$ cat config.mk
export PLATFORM = sky130hd
export DESIGN_NAME = cmc_mode_control
export DESIGN_NICKNAME = d
export VERILOG_FILES = /design/src/verilog/cmc_mode_control.v
export VERILOG_INCLUDE_DIRS = /design/src /design/src/inc
export SDC_FILE = /design/constraint.sdc
export NUM_CORES = 1
export LEC_CHECK = 0
export BUFFER_PORTS_ARGS = -buffer_cell sky130_fd_sc_hd__buf_2
export CAP_MARGIN = 0
export CORE_AREA = 3 3 186 143
export CTS_BUF_LIST = sky130_fd_sc_hd__clkbuf_8
export CTS_CLUSTER_DIAMETER = 30
export CTS_CLUSTER_SIZE = 16
export DETAILED_ROUTE_END_ITERATION = 7
export DIE_AREA = 0 0 189 146
export GPL_ROUTABILITY_DRIVEN = 0
export PLACE_DENSITY_LB_ADDON = 0.1
export SYNTH_ARGS = -nofsm -noshare
export SYNTH_HDL_FRONTEND = slang
export SYNTH_SLANG_ARGS = --single-unit
$ cat constraint.sdc
create_clock -name clk -period 3.4 [get_ports clk]
set_input_delay 0.34 -clock clk [delete_from_list [all_inputs] [get_ports clk]]
set_output_delay 0.34 -clock clk [all_outputs]
set_load 0.005 [all_outputs]
$ cat src/inc/cmc_defs.vh
// register offsets, field positions, reset values and timing for the can mode control block
`ifndef CMC_DEFS_VH
`define CMC_DEFS_VH
`define CMC_OFS_CTRL0 8'h00
`define CMC_OFS_CTRL1 8'h04
`define CMC_OFS_BTR0 8'h08
`define CMC_OFS_BTR1 8'h0c
`define CMC_OFS_IDAC 8'h10
`define CMC_OFS_IRQ_STAT 8'h14
`define CMC_OFS_IRQ_MASK 8'h18
`define CMC_OFS_STATUS 8'h1c
`define CMC_OFS_ACC_CODE 8'h20
`define CMC_OFS_ACC_MASK 8'h40
// control zero fields
`define CMC_C0_INIT_REQUEST 0
`define CMC_C0_SLEEP_REQUEST 1
`define CMC_C0_WAKE_EN 2
// control one fields
`define CMC_C1_ENABLE 7
`define CMC_C1_CLOCK_SOURCE_SELECT 6
`define CMC_C1_LOOP 5
`define CMC_C1_LISTEN 4
`define CMC_C1_WFILT 2
`define CMC_C1_SLEEP_ACKNOWLEDGE 1
`define CMC_C1_INIT_ACKNOWLEDGE 0
`define CMC_C1_WMASK 8'hf4
// interrupt status fields
`define CMC_IRQ_WAKE 0
`define CMC_IRQ_TXDONE 1
`define CMC_IRQ_RXDONE 2
`define CMC_IRQ_INIT 3
`define CMC_IRQ_W 4
// reset values
`define CMC_RST_CTRL0 8'h01
`define CMC_RST_CTRL1 8'h01
// wake filter time
`define CMC_TWUP_NS 2000
`define CMC_CLK_NS 10
`define CMC_TWUP_CYC ((`CMC_TWUP_NS + `CMC_CLK_NS - 1) / `CMC_CLK_NS)
`endif

$ cat src/verilog/cmc_mode_control.v
// mode, handshake and loopback control for a can controller, wishbone slave
//
// Overview of operation
// - control one takes writes only while init request and init acknowledge are both 1.
// - enable bit writes once in normal operation, freely in special, init mode only.
// - enable bit 0 disables the controller, 1 lets it run.
// - clock source bit picks oscillator clock at 0, bus clock at 1.
// - loopback feeds the transmit bit stream straight to the receiver input.
// - in loopback the receive pin is ignored and transmit pin held recessive.
// - in loopback the receiver disregards the acknowledge slot bit.
// - loopback still raises transmit-complete and receive interrupts.
// - listen-only receives matching frames but never drives ack or error frames.
// - listen-only freezes the transmit and receive error counters.
// - listen-only blocks the start of any transmission.
// - wake filter 0 wakes on any dominant level, 1 needs a long pulse.
// - sleep is a request/acknowledge handshake, active when both are 1.
// - asleep with wake enabled, bus activity clears sleep acknowledge.
// - init is a request/acknowledge handshake, active when both are 1.
// - control one, timing, acceptance control, code and mask regs need init mode.
`include "cmc_defs.vh"
module cmc_mode_control #(
	parameter TWUP_CYC = `CMC_TWUP_CYC
) (
	input wire clk,
	input wire rst_b,
	input wire special_mode,
	input wire wb_cyc_i,
	input wire wb_stb_i,
	input wire wb_we_i,
	input wire [7:0] wb_adr_i,
	input wire [3:0] wb_sel_i,
	input wire [31:0] wb_dat_i,
	output reg [31:0] wb_dat_o,
	output reg wb_ack_o,
	input wire bus_receive_pin,
	output reg bus_transmit_pin,
	input wire core_tx_bit,
	output reg core_rx_bit,
	input wire core_tx_ack_bit,
	input wire core_tx_error_bit,
	output reg core_ignore_ack,
	input wire core_tx_start_req,
	output wire core_tx_start,
	output wire core_err_count_en,
	input wire core_tx_done,
	input wire core_rx_done,
	input wire core_idle,
	output wire module_enable,
	output wire clock_source_select,
	output wire irq
);
	localparam ST_RUN = 4'h1;
	localparam ST_INIT = 4'h2;
	localparam ST_SLEEP = 4'h4;
	localparam ST_WAKE = 4'h8;
	localparam CW = 16;

	reg [7:0] control_zero;
	reg [7:0] control_one;
	reg [7:0] bit_timing_zero;
	reg [7:0] bit_timing_one;
	reg [7:0] acceptance_control;
	reg [7:0] acceptance_code_regs [0:7];
	reg [7:0] acceptance_mask_regs [0:7];
	reg [`CMC_IRQ_W-1:0] irq_stat;
	reg [`CMC_IRQ_W-1:0] irq_mask;
	reg enable_written;
	reg [3:0] state;
	reg [3:0] next_state;
	reg rx_s1, rx_s2, rx_s3;
	reg [CW-1:0] dom_cnt;
	reg wake_hit;
	reg next_wake_hit;
	reg [31:0] next_dat;
	integer i;

	wire init_req = control_zero[`CMC_C0_INIT_REQUEST];
	wire sleep_req = control_zero[`CMC_C0_SLEEP_REQUEST];
	wire wake_en = control_zero[`CMC_C0_WAKE_EN];
	wire init_ack = control_one[`CMC_C1_INIT_ACKNOWLEDGE];
	wire sleep_ack = control_one[`CMC_C1_SLEEP_ACKNOWLEDGE];
	wire loop_en = control_one[`CMC_C1_LOOP];
	wire listen = control_one[`CMC_C1_LISTEN];
	wire init_mode = init_req & init_ack;
	wire sleep_mode = sleep_req & sleep_ack;
	wire req = wb_cyc_i & wb_stb_i & ~wb_ack_o;
	wire wr = req & wb_we_i & wb_sel_i[0];
	wire rd = req & ~wb_we_i;
	wire rx_level = rx_s3; // third stage taken as is; only the dominant detect needs second and third stages to agree
	wire rx_dominant = (rx_s2 == rx_s3) & ~rx_s3;

	// matches a word-aligned byte address inside a 32-byte acceptance bank
	function hit_bank;
		input [7:0] adr;
		input [7:0] base;
		begin
			hit_bank = (adr[7:5] == base[7:5]) & (adr[1:0] == 2'b00);
		end
	endfunction

	assign module_enable = control_one[`CMC_C1_ENABLE];
	assign clock_source_select = control_one[`CMC_C1_CLOCK_SOURCE_SELECT];
	// a disabled, initialising, sleeping or listening controller may not start frames
	assign core_tx_start = core_tx_start_req & module_enable & ~listen & state[0];
	assign core_err_count_en = module_enable & ~listen;
	assign irq = |(irq_stat & irq_mask);

	// loopback and listen-only pin routing
	always @* begin
		core_rx_bit = loop_en ? core_tx_bit : rx_level;
		core_ignore_ack = loop_en;
		if (loop_en | ~module_enable) begin
			bus_transmit_pin = 1'b1;
		end else if (listen) begin
			bus_transmit_pin = 1'b1; // no ack, no error frame
		end else begin
			bus_transmit_pin = core_tx_bit & core_tx_ack_bit & core_tx_error_bit;
		end
	end

	// three stage pin synchroniser
	always @(posedge clk or negedge rst_b) begin
		if (!rst_b) begin
			rx_s1 <= 1'b1;
			rx_s2 <= 1'b1;
			rx_s3 <= 1'b1;
		end else begin
			rx_s1 <= bus_receive_pin;
			rx_s2 <= rx_s1;
			rx_s3 <= rx_s2;
		end
	end

	// wake detector: filter select chooses any dominant or a long dominant pulse
	always @* begin
		if (control_one[`CMC_C1_WFILT]) begin
			next_wake_hit = rx_dominant & (dom_cnt >= TWUP_CYC[CW-1:0] - 16'h0001);
		end else begin
			next_wake_hit = rx_dominant;
		end
	end

	always @(posedge clk or negedge rst_b) begin
		if (!rst_b) begin
			dom_cnt <= 16'h0000;
			wake_hit <= 1'b0;
		end else begin
			wake_hit <= next_wake_hit;
			if (!rx_dominant || !state[2]) begin
				dom_cnt <= 16'h0000;
			end else if (dom_cnt != 16'hffff) begin
				dom_cnt <= dom_cnt + 16'h0001;
			end
		end
	end

	// mode state machine; init request outranks sleep
	always @* begin
		next_state = state;
		case (state)
			ST_RUN: begin
				if (init_req) begin
					next_state = ST_INIT;
				end else if (sleep_req && core_idle) begin
					next_state = ST_SLEEP;
				end
			end
			ST_INIT: begin
				if (!init_req) begin
					next_state = ST_RUN;
				end
			end
			ST_SLEEP: begin
				if (init_req) begin
					next_state = ST_INIT;
				end else if (wake_en && wake_hit) begin
					next_state = ST_WAKE;
				end else if (!sleep_req) begin
					next_state = ST_RUN;
				end
			end
			ST_WAKE: begin
				next_state = ST_RUN;
			end
			default: begin
				next_state = ST_RUN;
			end
		endcase
	end

	// read mux; unmapped addresses read zero
	always @* begin
		next_dat = 32'h00000000;
		case (wb_adr_i)
			`CMC_OFS_CTRL0: next_dat = {24'h000000, control_zero};
			`CMC_OFS_CTRL1: next_dat = {24'h000000, control_one};
			`CMC_OFS_BTR0: next_dat = {24'h000000, bit_timing_zero};
			`CMC_OFS_BTR1: next_dat = {24'h000000, bit_timing_one};
			`CMC_OFS_IDAC: next_dat = {24'h000000, acceptance_control};
			`CMC_OFS_IRQ_STAT: next_dat = {28'h0000000, irq_stat};
			`CMC_OFS_IRQ_MASK: next_dat = {28'h0000000, irq_mask};
			`CMC_OFS_STATUS: next_dat = {28'h0000000, state};
			default: begin
				if (hit_bank(wb_adr_i, `CMC_OFS_ACC_CODE)) begin
					next_dat = {24'h000000, acceptance_code_regs[wb_adr_i[4:2]]};
				end else if (hit_bank(wb_adr_i, `CMC_OFS_ACC_MASK)) begin
					next_dat = {24'h000000, acceptance_mask_regs[wb_adr_i[4:2]]};
				end
			end
		endcase
	end

	// register file, handshake flags and interrupt status
	always @(posedge clk or negedge rst_b) begin
		if (!rst_b) begin
			control_zero <= `CMC_RST_CTRL0;
			control_one <= `CMC_RST_CTRL1;
			bit_timing_zero <= 8'h00;
			bit_timing_one <= 8'h00;
			acceptance_control <= 8'h00;
			irq_stat <= 4'h0;
			irq_mask <= 4'h0;
			enable_written <= 1'b0;
			state <= ST_INIT;
			wb_ack_o <= 1'b0;
			wb_dat_o <= 32'h00000000;
			for (i = 0; i < 8; i = i + 1) begin
				acceptance_code_regs[i] <= 8'h00;
				acceptance_mask_regs[i] <= 8'h00;
			end
		end else begin
			state <= next_state;
			wb_ack_o <= req; // single wait state, every address answers
			if (rd) begin
				wb_dat_o <= next_dat;
			end
			if (wr && wb_adr_i == `CMC_OFS_CTRL0) begin
				control_zero <= wb_dat_i[7:0] & 8'h07;
			end
			if (wr && wb_adr_i == `CMC_OFS_IRQ_MASK) begin
				irq_mask <= wb_dat_i[`CMC_IRQ_W-1:0];
			end
			// protected group; other writes fall through silently
			if (wr && init_mode) begin
				if (wb_adr_i == `CMC_OFS_CTRL1) begin
					control_one[6:2] <= wb_dat_i[6:2] & 5'h1d;
					if (special_mode || !enable_written) begin
						control_one[`CMC_C1_ENABLE] <= wb_dat_i[`CMC_C1_ENABLE];
						enable_written <= 1'b1;
					end
				end
				if (wb_adr_i == `CMC_OFS_BTR0) begin
					bit_timing_zero <= wb_dat_i[7:0];
				end
				if (wb_adr_i == `CMC_OFS_BTR1) begin
					bit_timing_one <= wb_dat_i[7:0];
				end
				if (wb_adr_i == `CMC_OFS_IDAC) begin
					acceptance_control <= wb_dat_i[7:0];
				end
				if (hit_bank(wb_adr_i, `CMC_OFS_ACC_CODE)) begin
					acceptance_code_regs[wb_adr_i[4:2]] <= wb_dat_i[7:0];
				end
				if (hit_bank(wb_adr_i, `CMC_OFS_ACC_MASK)) begin
					acceptance_mask_regs[wb_adr_i[4:2]] <= wb_dat_i[7:0];
				end
			end
			// acknowledge flags follow the state, never software
			control_one[`CMC_C1_INIT_ACKNOWLEDGE] <= next_state[1];
			control_one[`CMC_C1_SLEEP_ACKNOWLEDGE] <= next_state[2];
			// sticky events; a set in the read cycle survives the clear
			irq_stat <= ((rd && wb_adr_i == `CMC_OFS_IRQ_STAT) ? 4'h0 : irq_stat)
				| {next_state[1] & ~state[1], core_rx_done, core_tx_done,
				state[3]};
		end
	end
endmodule // cmc_mode_control

==> impl_results.md, run 1 <==
- Setup_tns: 0 ps
- Share of cells above drive strength 1: between 40% and 50%
- Row cnt: 50
- ANT cells: 0
- Setup crit end kind: flop
- Area share of xor/xnor cells in the synthesized design: less than 1%
- Startpoint types: flop
- EDFF count, synth: 0
- Worst Tran Pin Value: 759.5 ps
- First-pass GRT wire length: 40.50 mm
- Adder-cell share of the synthesized area: 0.1260%
- WHS: between 100 and 150 ps
- Worst setup margin: 1058 ps
- DP Wirelength: 17.18 mm
- Crit path max fanout: 10
- Cell taking the most area after synthesis: dfrtp_1
- Post-place setup slack: 626.1 ps
- IO Port Bufs: 47
- Hold depth: 3
- Placed standard-cell area: 10370 um2
- Simple-Gate Fraction of Synth Area: 9.877%
- Die footprint: 27590 um2
- RSZ-0062 raised after global routing: false
- Final instance area: 11260 um2
- Antenna Nets Post-Route: 0
- Final nets: 886
- Final Hold Violating Endpoints: 0
- Pre-antenna DRT Iters: 7
- Worst Path Buf+Inv: 0
- Largest net degree at the start of global routing: between 80 and 90
- Final setup violation count: 0
- Post-CTS sizing: 0
- Area Overhead vs Synth: 13.40%
- Ys async rst share: 100.0%
- Maxcap violations: 0
- Worst path cell trace: nand3_1 > nor3_2 > and2_1 > mux2_2
- Largest family of logic cells by synthesized area: multiplexers
- Slowest stage delay, CP: 660 ps
- Mapped cell area: a little under 10000 um2
- # H-tree levels: 2
- Die H: around 150 um
- CP arrival: 2740 ps
- Pwr Density: 475.7 nW/um2
- Class of the most critical setup path: flop to flop
- Io pins: 99
- DRC violations left: 0
- Clk Latency, worst-skew pair: 520 ps
- Initial antenna violation count: 1
- Finished Layout Cells: 1192
- TritonCTS buffer count: 39
- Synth unique cells: 67
- Crit path time final: 2342 ps
- Synth area leaders: dfrtp_1 (50%), mux2_2 (20%), mux4_2 (3.2%)
- Flops & latches, synth: between 200 and 250
- Period utilization: between 60 and 70%
- Via total after detailed routing: roughly 6400
- Worst EP required: 3800 ps
- Pleak: 0.005400 uW
- Slowest CP cell: dfstp_2
- Routed WL per cell: 21.66 um
- Vias in the first global route: 6807
- Placed Cells: 1120
- DR iter-0 viols: 420
- Sequential cell area fraction in the yosys report: 50.96%
- CTS tree: built
- Reg clk slew, reported paths: 60 ps
- Worst hold path class: primary input to flop
- Multiplexer share of the synthesized area: approximately 27%
- F_max: 427.1 MHz
- Top FF cell, synth: dfrtp_1
- Top cell type's share of synthesized area: 49.63%
- Compound-Gate Fraction of Synth Area: 5.946%
- Post-Syn Area per Cell: 12.87 um2
- Cells after Synth: 772
- Via-to-Cell Ratio: 5.390
- Initial core utilization: 39.99%
- WP depth: 4
- Gr ovfl total: 0
- Max clock buf depth: 3
- Skew final: 22.30 ps
- Core area: roughly 25000 um2
- Crit path max-delay family: simple AND/OR/NAND/NOR gates
- Synth warn: 0
- Peak supply drop: 0.2976 mV
- Worst slew margin: 49.37%
- Die width: 189 um
- All-Layer GR Usage: 18.95%
- Reg2reg path depth: 4
- CTS Root Cell: clkbuf_8
- Drt total wl: 25.82 mm
- Max Transition Viols Final: 0
- Clk sinks: around 200
- Status: completed
-- worst register-to-register path: stages (launching register included) --
cell and delay, ps:
dfstp_2 660, nand3_1 340, nor3_2 350, and2_1 470, mux2_2 390
-- where the power goes --
group | internal (uW) | leakage [uW] | switching (uW)
logic | 101 | 0.00218 | 210
clock network | 1540 | 0.000446 | 1050
registers | 2430 | 0.00277 | 32.5
total | 4070 | 0.00540 | 1290
-- sequential cells by signal, summed over array words and instances (netlist names), 2 cells and up --
register / flops
state: 2
acceptance_mask_regs: 64
control_zero: 3
irq_stat: 4
irq_mask: 4
bit_timing_one: 8
acceptance_control: 8
dom_cnt: 16
control_one: 7
wb_dat_o: 8
bit_timing_zero: 8
acceptance_code_regs: 64
-- cell usage after synthesis (9+ instances only) --
library cell and n:
clkbuf_1 27, o22ai_1 12, buf_4 27, mux2_2 178, mux4_2 14, nand2_1 35
and3_1 9, mux2i_1 20, nand3_1 19, nor2_1 38, a21oi_1 14, nor2b_1 11
buf_2 12, dfrtp_1 197, nor3_1 9, nand2_2 9, o21ai_0 12
-- timing repair --
action                                 CTS  global route
endpoints found under the hold margin   86             0
hold buffers                             4             0
buffers inserted                         0             0
-- per-stage QoR --
step,total power [uW],util (%)
6_report,5358,45.35
2_1_floorplan,2680,-
3_3_place_gp,2808,41.75
3_5_place_dp,2818,41.75
5_1_grt,5596,45.35
4_1_cts,5443,45.35
-- placed cells by master (no fill, tap or decap), drive strengths merged, types with 6 or more instances in the layout --
cell / instances
and3: 9
mux2: 178
clkinv: 6
mux2i: 20
mux4: 22
nand2: 44
conb: 24
dfrtp: 197
xnor2: 6
o21ai: 12
nor2: 39
nand2b: 6
nand3: 23
nor2b: 11
a21oi: 14
inv: 11
nor3: 15
clkbuf: 50
a211oi: 6
buf: 60
a31oi: 7
o22ai: 12
-- cell families (layout without fill, tap and decap cells) --
group / after synthesis / count (layout)
muxes: 220 / 220
adders and majority gates: 1 / 1
and+or+nand+nor: 171 / 171
buffers and inverters: 80 / 139
AOI/OAI and AO/OA: 86 / 86
DFF: 202 / 202
xor gates and xnor gates: 11 / 11
other: 1 / 24
-- worst paths after layout --
kind / from / slack, ps / endpoint
min in group asynchronous: rst_b / 440 / dom_cnt[7]
setup / recovery: control_one[0] / 1060 / acceptance_mask_regs[49]
hold / removal: core_idle / 130 / control_one[1]
setup reg to reg: control_one[0] / 1060 / acceptance_mask_regs[49]
max in group asynchronous: rst_b / 1990 / acceptance_code_regs[30]
hold reg to reg: rx_s1 / 360 / rx_s2
-- routing by layer --
metal | global-route usage [%] | up-vias | part of all wire [%]
li1 | - | 2906 | -
met1 | 28.66 | 3295 | 50
met2 | 27.79 | 180 | 43
met3 | 4.190 | 42 | 6.0
met4 | 4.354 | 2 | 1.8
met5 | 0 | - | 0.070
-- layout make-up --
type / instances / area [um2]
Timing Repair Buffer: 65 / 401.6
Multi-Input combinational cell: 513 / 4501
Inverter: 6 / 22.52
Sequential cell: 202 / 5061
Fill cell: 2313 / 13570
Clock buffer: 49 / 674.4
Clock inverter: 19 / 180.2
Tap cell: 338 / 422.9
Power figures use the tool's default switching activity.
==> inputs of run 2 (changes only) <==
clock period = 2.2 ns   (was 3.4 ns; I/O delays follow)
==> run 2 against run 1 <==
Compared with the run above: sequential share of layout area decreased by 2.1 points; critical endpoint is now acceptance_mask_regs[6]; clock skew down 4.0 ps; total power grew 67%.
==> impl_results.md, run 2 (same netlist as run 1, synthesis figures left out) <==
- Status: completed
- Sequential share of power: 42.7%
- Worst EP required: 2620 ps
- DR iter-0 viols: just over 400
- Hold depth: 3
- Largest net degree at the start of global routing: 69
- Routing usage on met1: 28.13%
- TritonCTS buffer count: 40
- Antenna Nets Post-Route: 0
- F_max: approximately 480 MHz
- Reg2reg path depth: 6
- Max clock buf depth: 3
- CTS tree: built
- Psw: 2055 uW
- Pwr Density: 756.0 nW/um2
- Setup crit end kind: flop
- GR Util met2: 28.48%
- Clk Latency, worst-skew pair: 540 ps
- Switching share of power: 23.00%
- Comb pwr share: 5.9%
- Startpoint types: flop
- # H-tree levels: 2
- Crit path max fanout: 8
- Pleak: 0.005704 uW
- Top flop regs: acceptance_code_regs: 64 flops, acceptance_mask_regs: 64 flops, dom_cnt: 16 flops
- Gr ovfl total: 0
- Worst Tran Pin Value: 589.9 ps
- Vias in the first global route: 6868
- Worst path cell trace: and3b_1 > nand2_1 > nor2_1 > buf_4 > nand2_1 > mux2_2
- CP arrival: 2510 ps
- All-Layer GR Usage: roughly a fifth
- Post-CTS sizing: 0
- Clock power share: approximately 52%
- Via-to-Cell Ratio: 5.340
- DP Wirelength: 17.88 mm
- Most frequent cells in the layout: dfrtp_1 (197), mux2_2 (178), clkbuf_8 (52)
- CP dominant cell by count: nand2_1
- Class of the most critical setup path: flop to flop
- Crit path time final: 2088 ps
- Most Crowded Layer GR: met2
- Peak supply drop: ~0.47 mV
- Area Overhead vs Synth: 18.97%
- Final Util: 47.58%
- Most common cell after layout, fill and taps aside: dfrtp_1
- RSZ-0062 raised after global routing: false
- Final setup violation count: 0
- Period utilization: a little over nine tenths
- Initial antenna violation count: 1
- Row cnt: 50
- DRC violations left: 0
- Drt total wl: 25.88 mm
- Via total after detailed routing: 6595
- Skew final: 18.27 ps
- Clk sinks: 202
- Final nets: 926
- Die width: 189 um
- Routed WL per cell: 20.96 um
- Reg clk slew, reported paths: 60 ps
- Pre-antenna DRT Iters: 5
- M3 GR Usage: ~4.1%
- Core area: 24840 um2
- IO Port Bufs: 47
- Die H: roughly 150 um
- P_int: 6878 uW
- Io pins: just under 100
- Initial core utilization: about two fifths
- Maxcap violations: 0
- First-pass GRT wire length: 40.52 mm
- Slowest stage delay, CP: 390 ps
- CTS Root Cell: clkbuf_8
- Final Hold Violating Endpoints: 0
- Worst slew margin: 60.68%
- Slowest CP cell: mux2_2
- ANT cells: 0
- Worst hold path class: primary input to flop
- Die footprint: 27590 um2
- WHS: 89.35 ps
- Max Transition Viols Final: 0
- Share of cells above drive strength 1: between 40% and 50%
[run 2: final timing paths]
path	from	to	slack, ps
min	wb_we_i	wb_dat_o[5]	90
min reg2reg	rx_s1	rx_s2	360
min in group asynchronous	rst_b	acceptance_code_regs[17]	260
max reg2reg	wb_ack_o	acceptance_mask_regs[6]	110
max in group asynchronous	rst_b	acceptance_code_regs[62]	1250
max	wb_ack_o	acceptance_mask_regs[6]	110
[run 2: per-layer routing]
| metal | wire (um) | up-vias | part of all wire (%) |
|---|---|---|---|
| li1 | - | 2989 | - |
| met1 | 12740 | 3410 | 49 |
| met2 | 11380 | 159 | 44 |
| met3 | 1372 | 35 | 5.3 |
| met4 | 378 | 2 | 1.5 |
| met5 | 15 | - | 0.058 |
[run 2: critical path, delay by kind of cell, from the launching register on]
| kind | cells | cell delay [ps] |
|---|---|---|
| simple gates | 4 | 1050 |
| mux | 1 | 390 |
| flops | 1 | 370 |
| buf+inv | 1 | 180 |
[run 2: per-stage QoR]
stage / total power [uW] / cells / setup TNS [ps] / instance area, um2 / setup WS [ps]
after floorplan: 4142 / 795 / 0 / 10020 / 264.8
after global placement: 4387 / 1158 / -179.6 / 10780 / -179.6
after detailed placement: 4402 / 1158 / -317.2 / 10780 / -210.9
after CTS: 9056 / 1235 / 0 / 11820 / 142.6
after global routing: 9284 / 1235 / 0 / 11820 / 17.28
final: 8933 / 1235 / 0 / 11820 / 112.2
[run 2: area by class of cell]
cell class	count	area [um2]
clock buffer	51	701.9
tap	338	422.9
fill	2260	13020
clock inverter	21	285.3
inverter	6	22.52
timing repair buffer	104	822.0
sequential	202	5061
multi-input combinational	513	4501
[run 2: power groups by stage]
stage / Sequential [uW] / Clock [uW] / Combinational [uW]
6_report: 3810 / 4600 / 526
5_1_grt: 3810 / 4890 / 584
4_1_cts: 3810 / 4710 / 535
3_5_place_dp: 3880 / 0 / 527
3_3_place_gp: 3870 / 0 / 515
2_1_floorplan: 3850 / 0 / 297
[run 2: what timing repair did]
action	4_1_cts	5_1_grt
hold buffers	5	0
setup endpoints to repair	0	0
hold endpoints to repair	64	0
buffers inserted	0	0
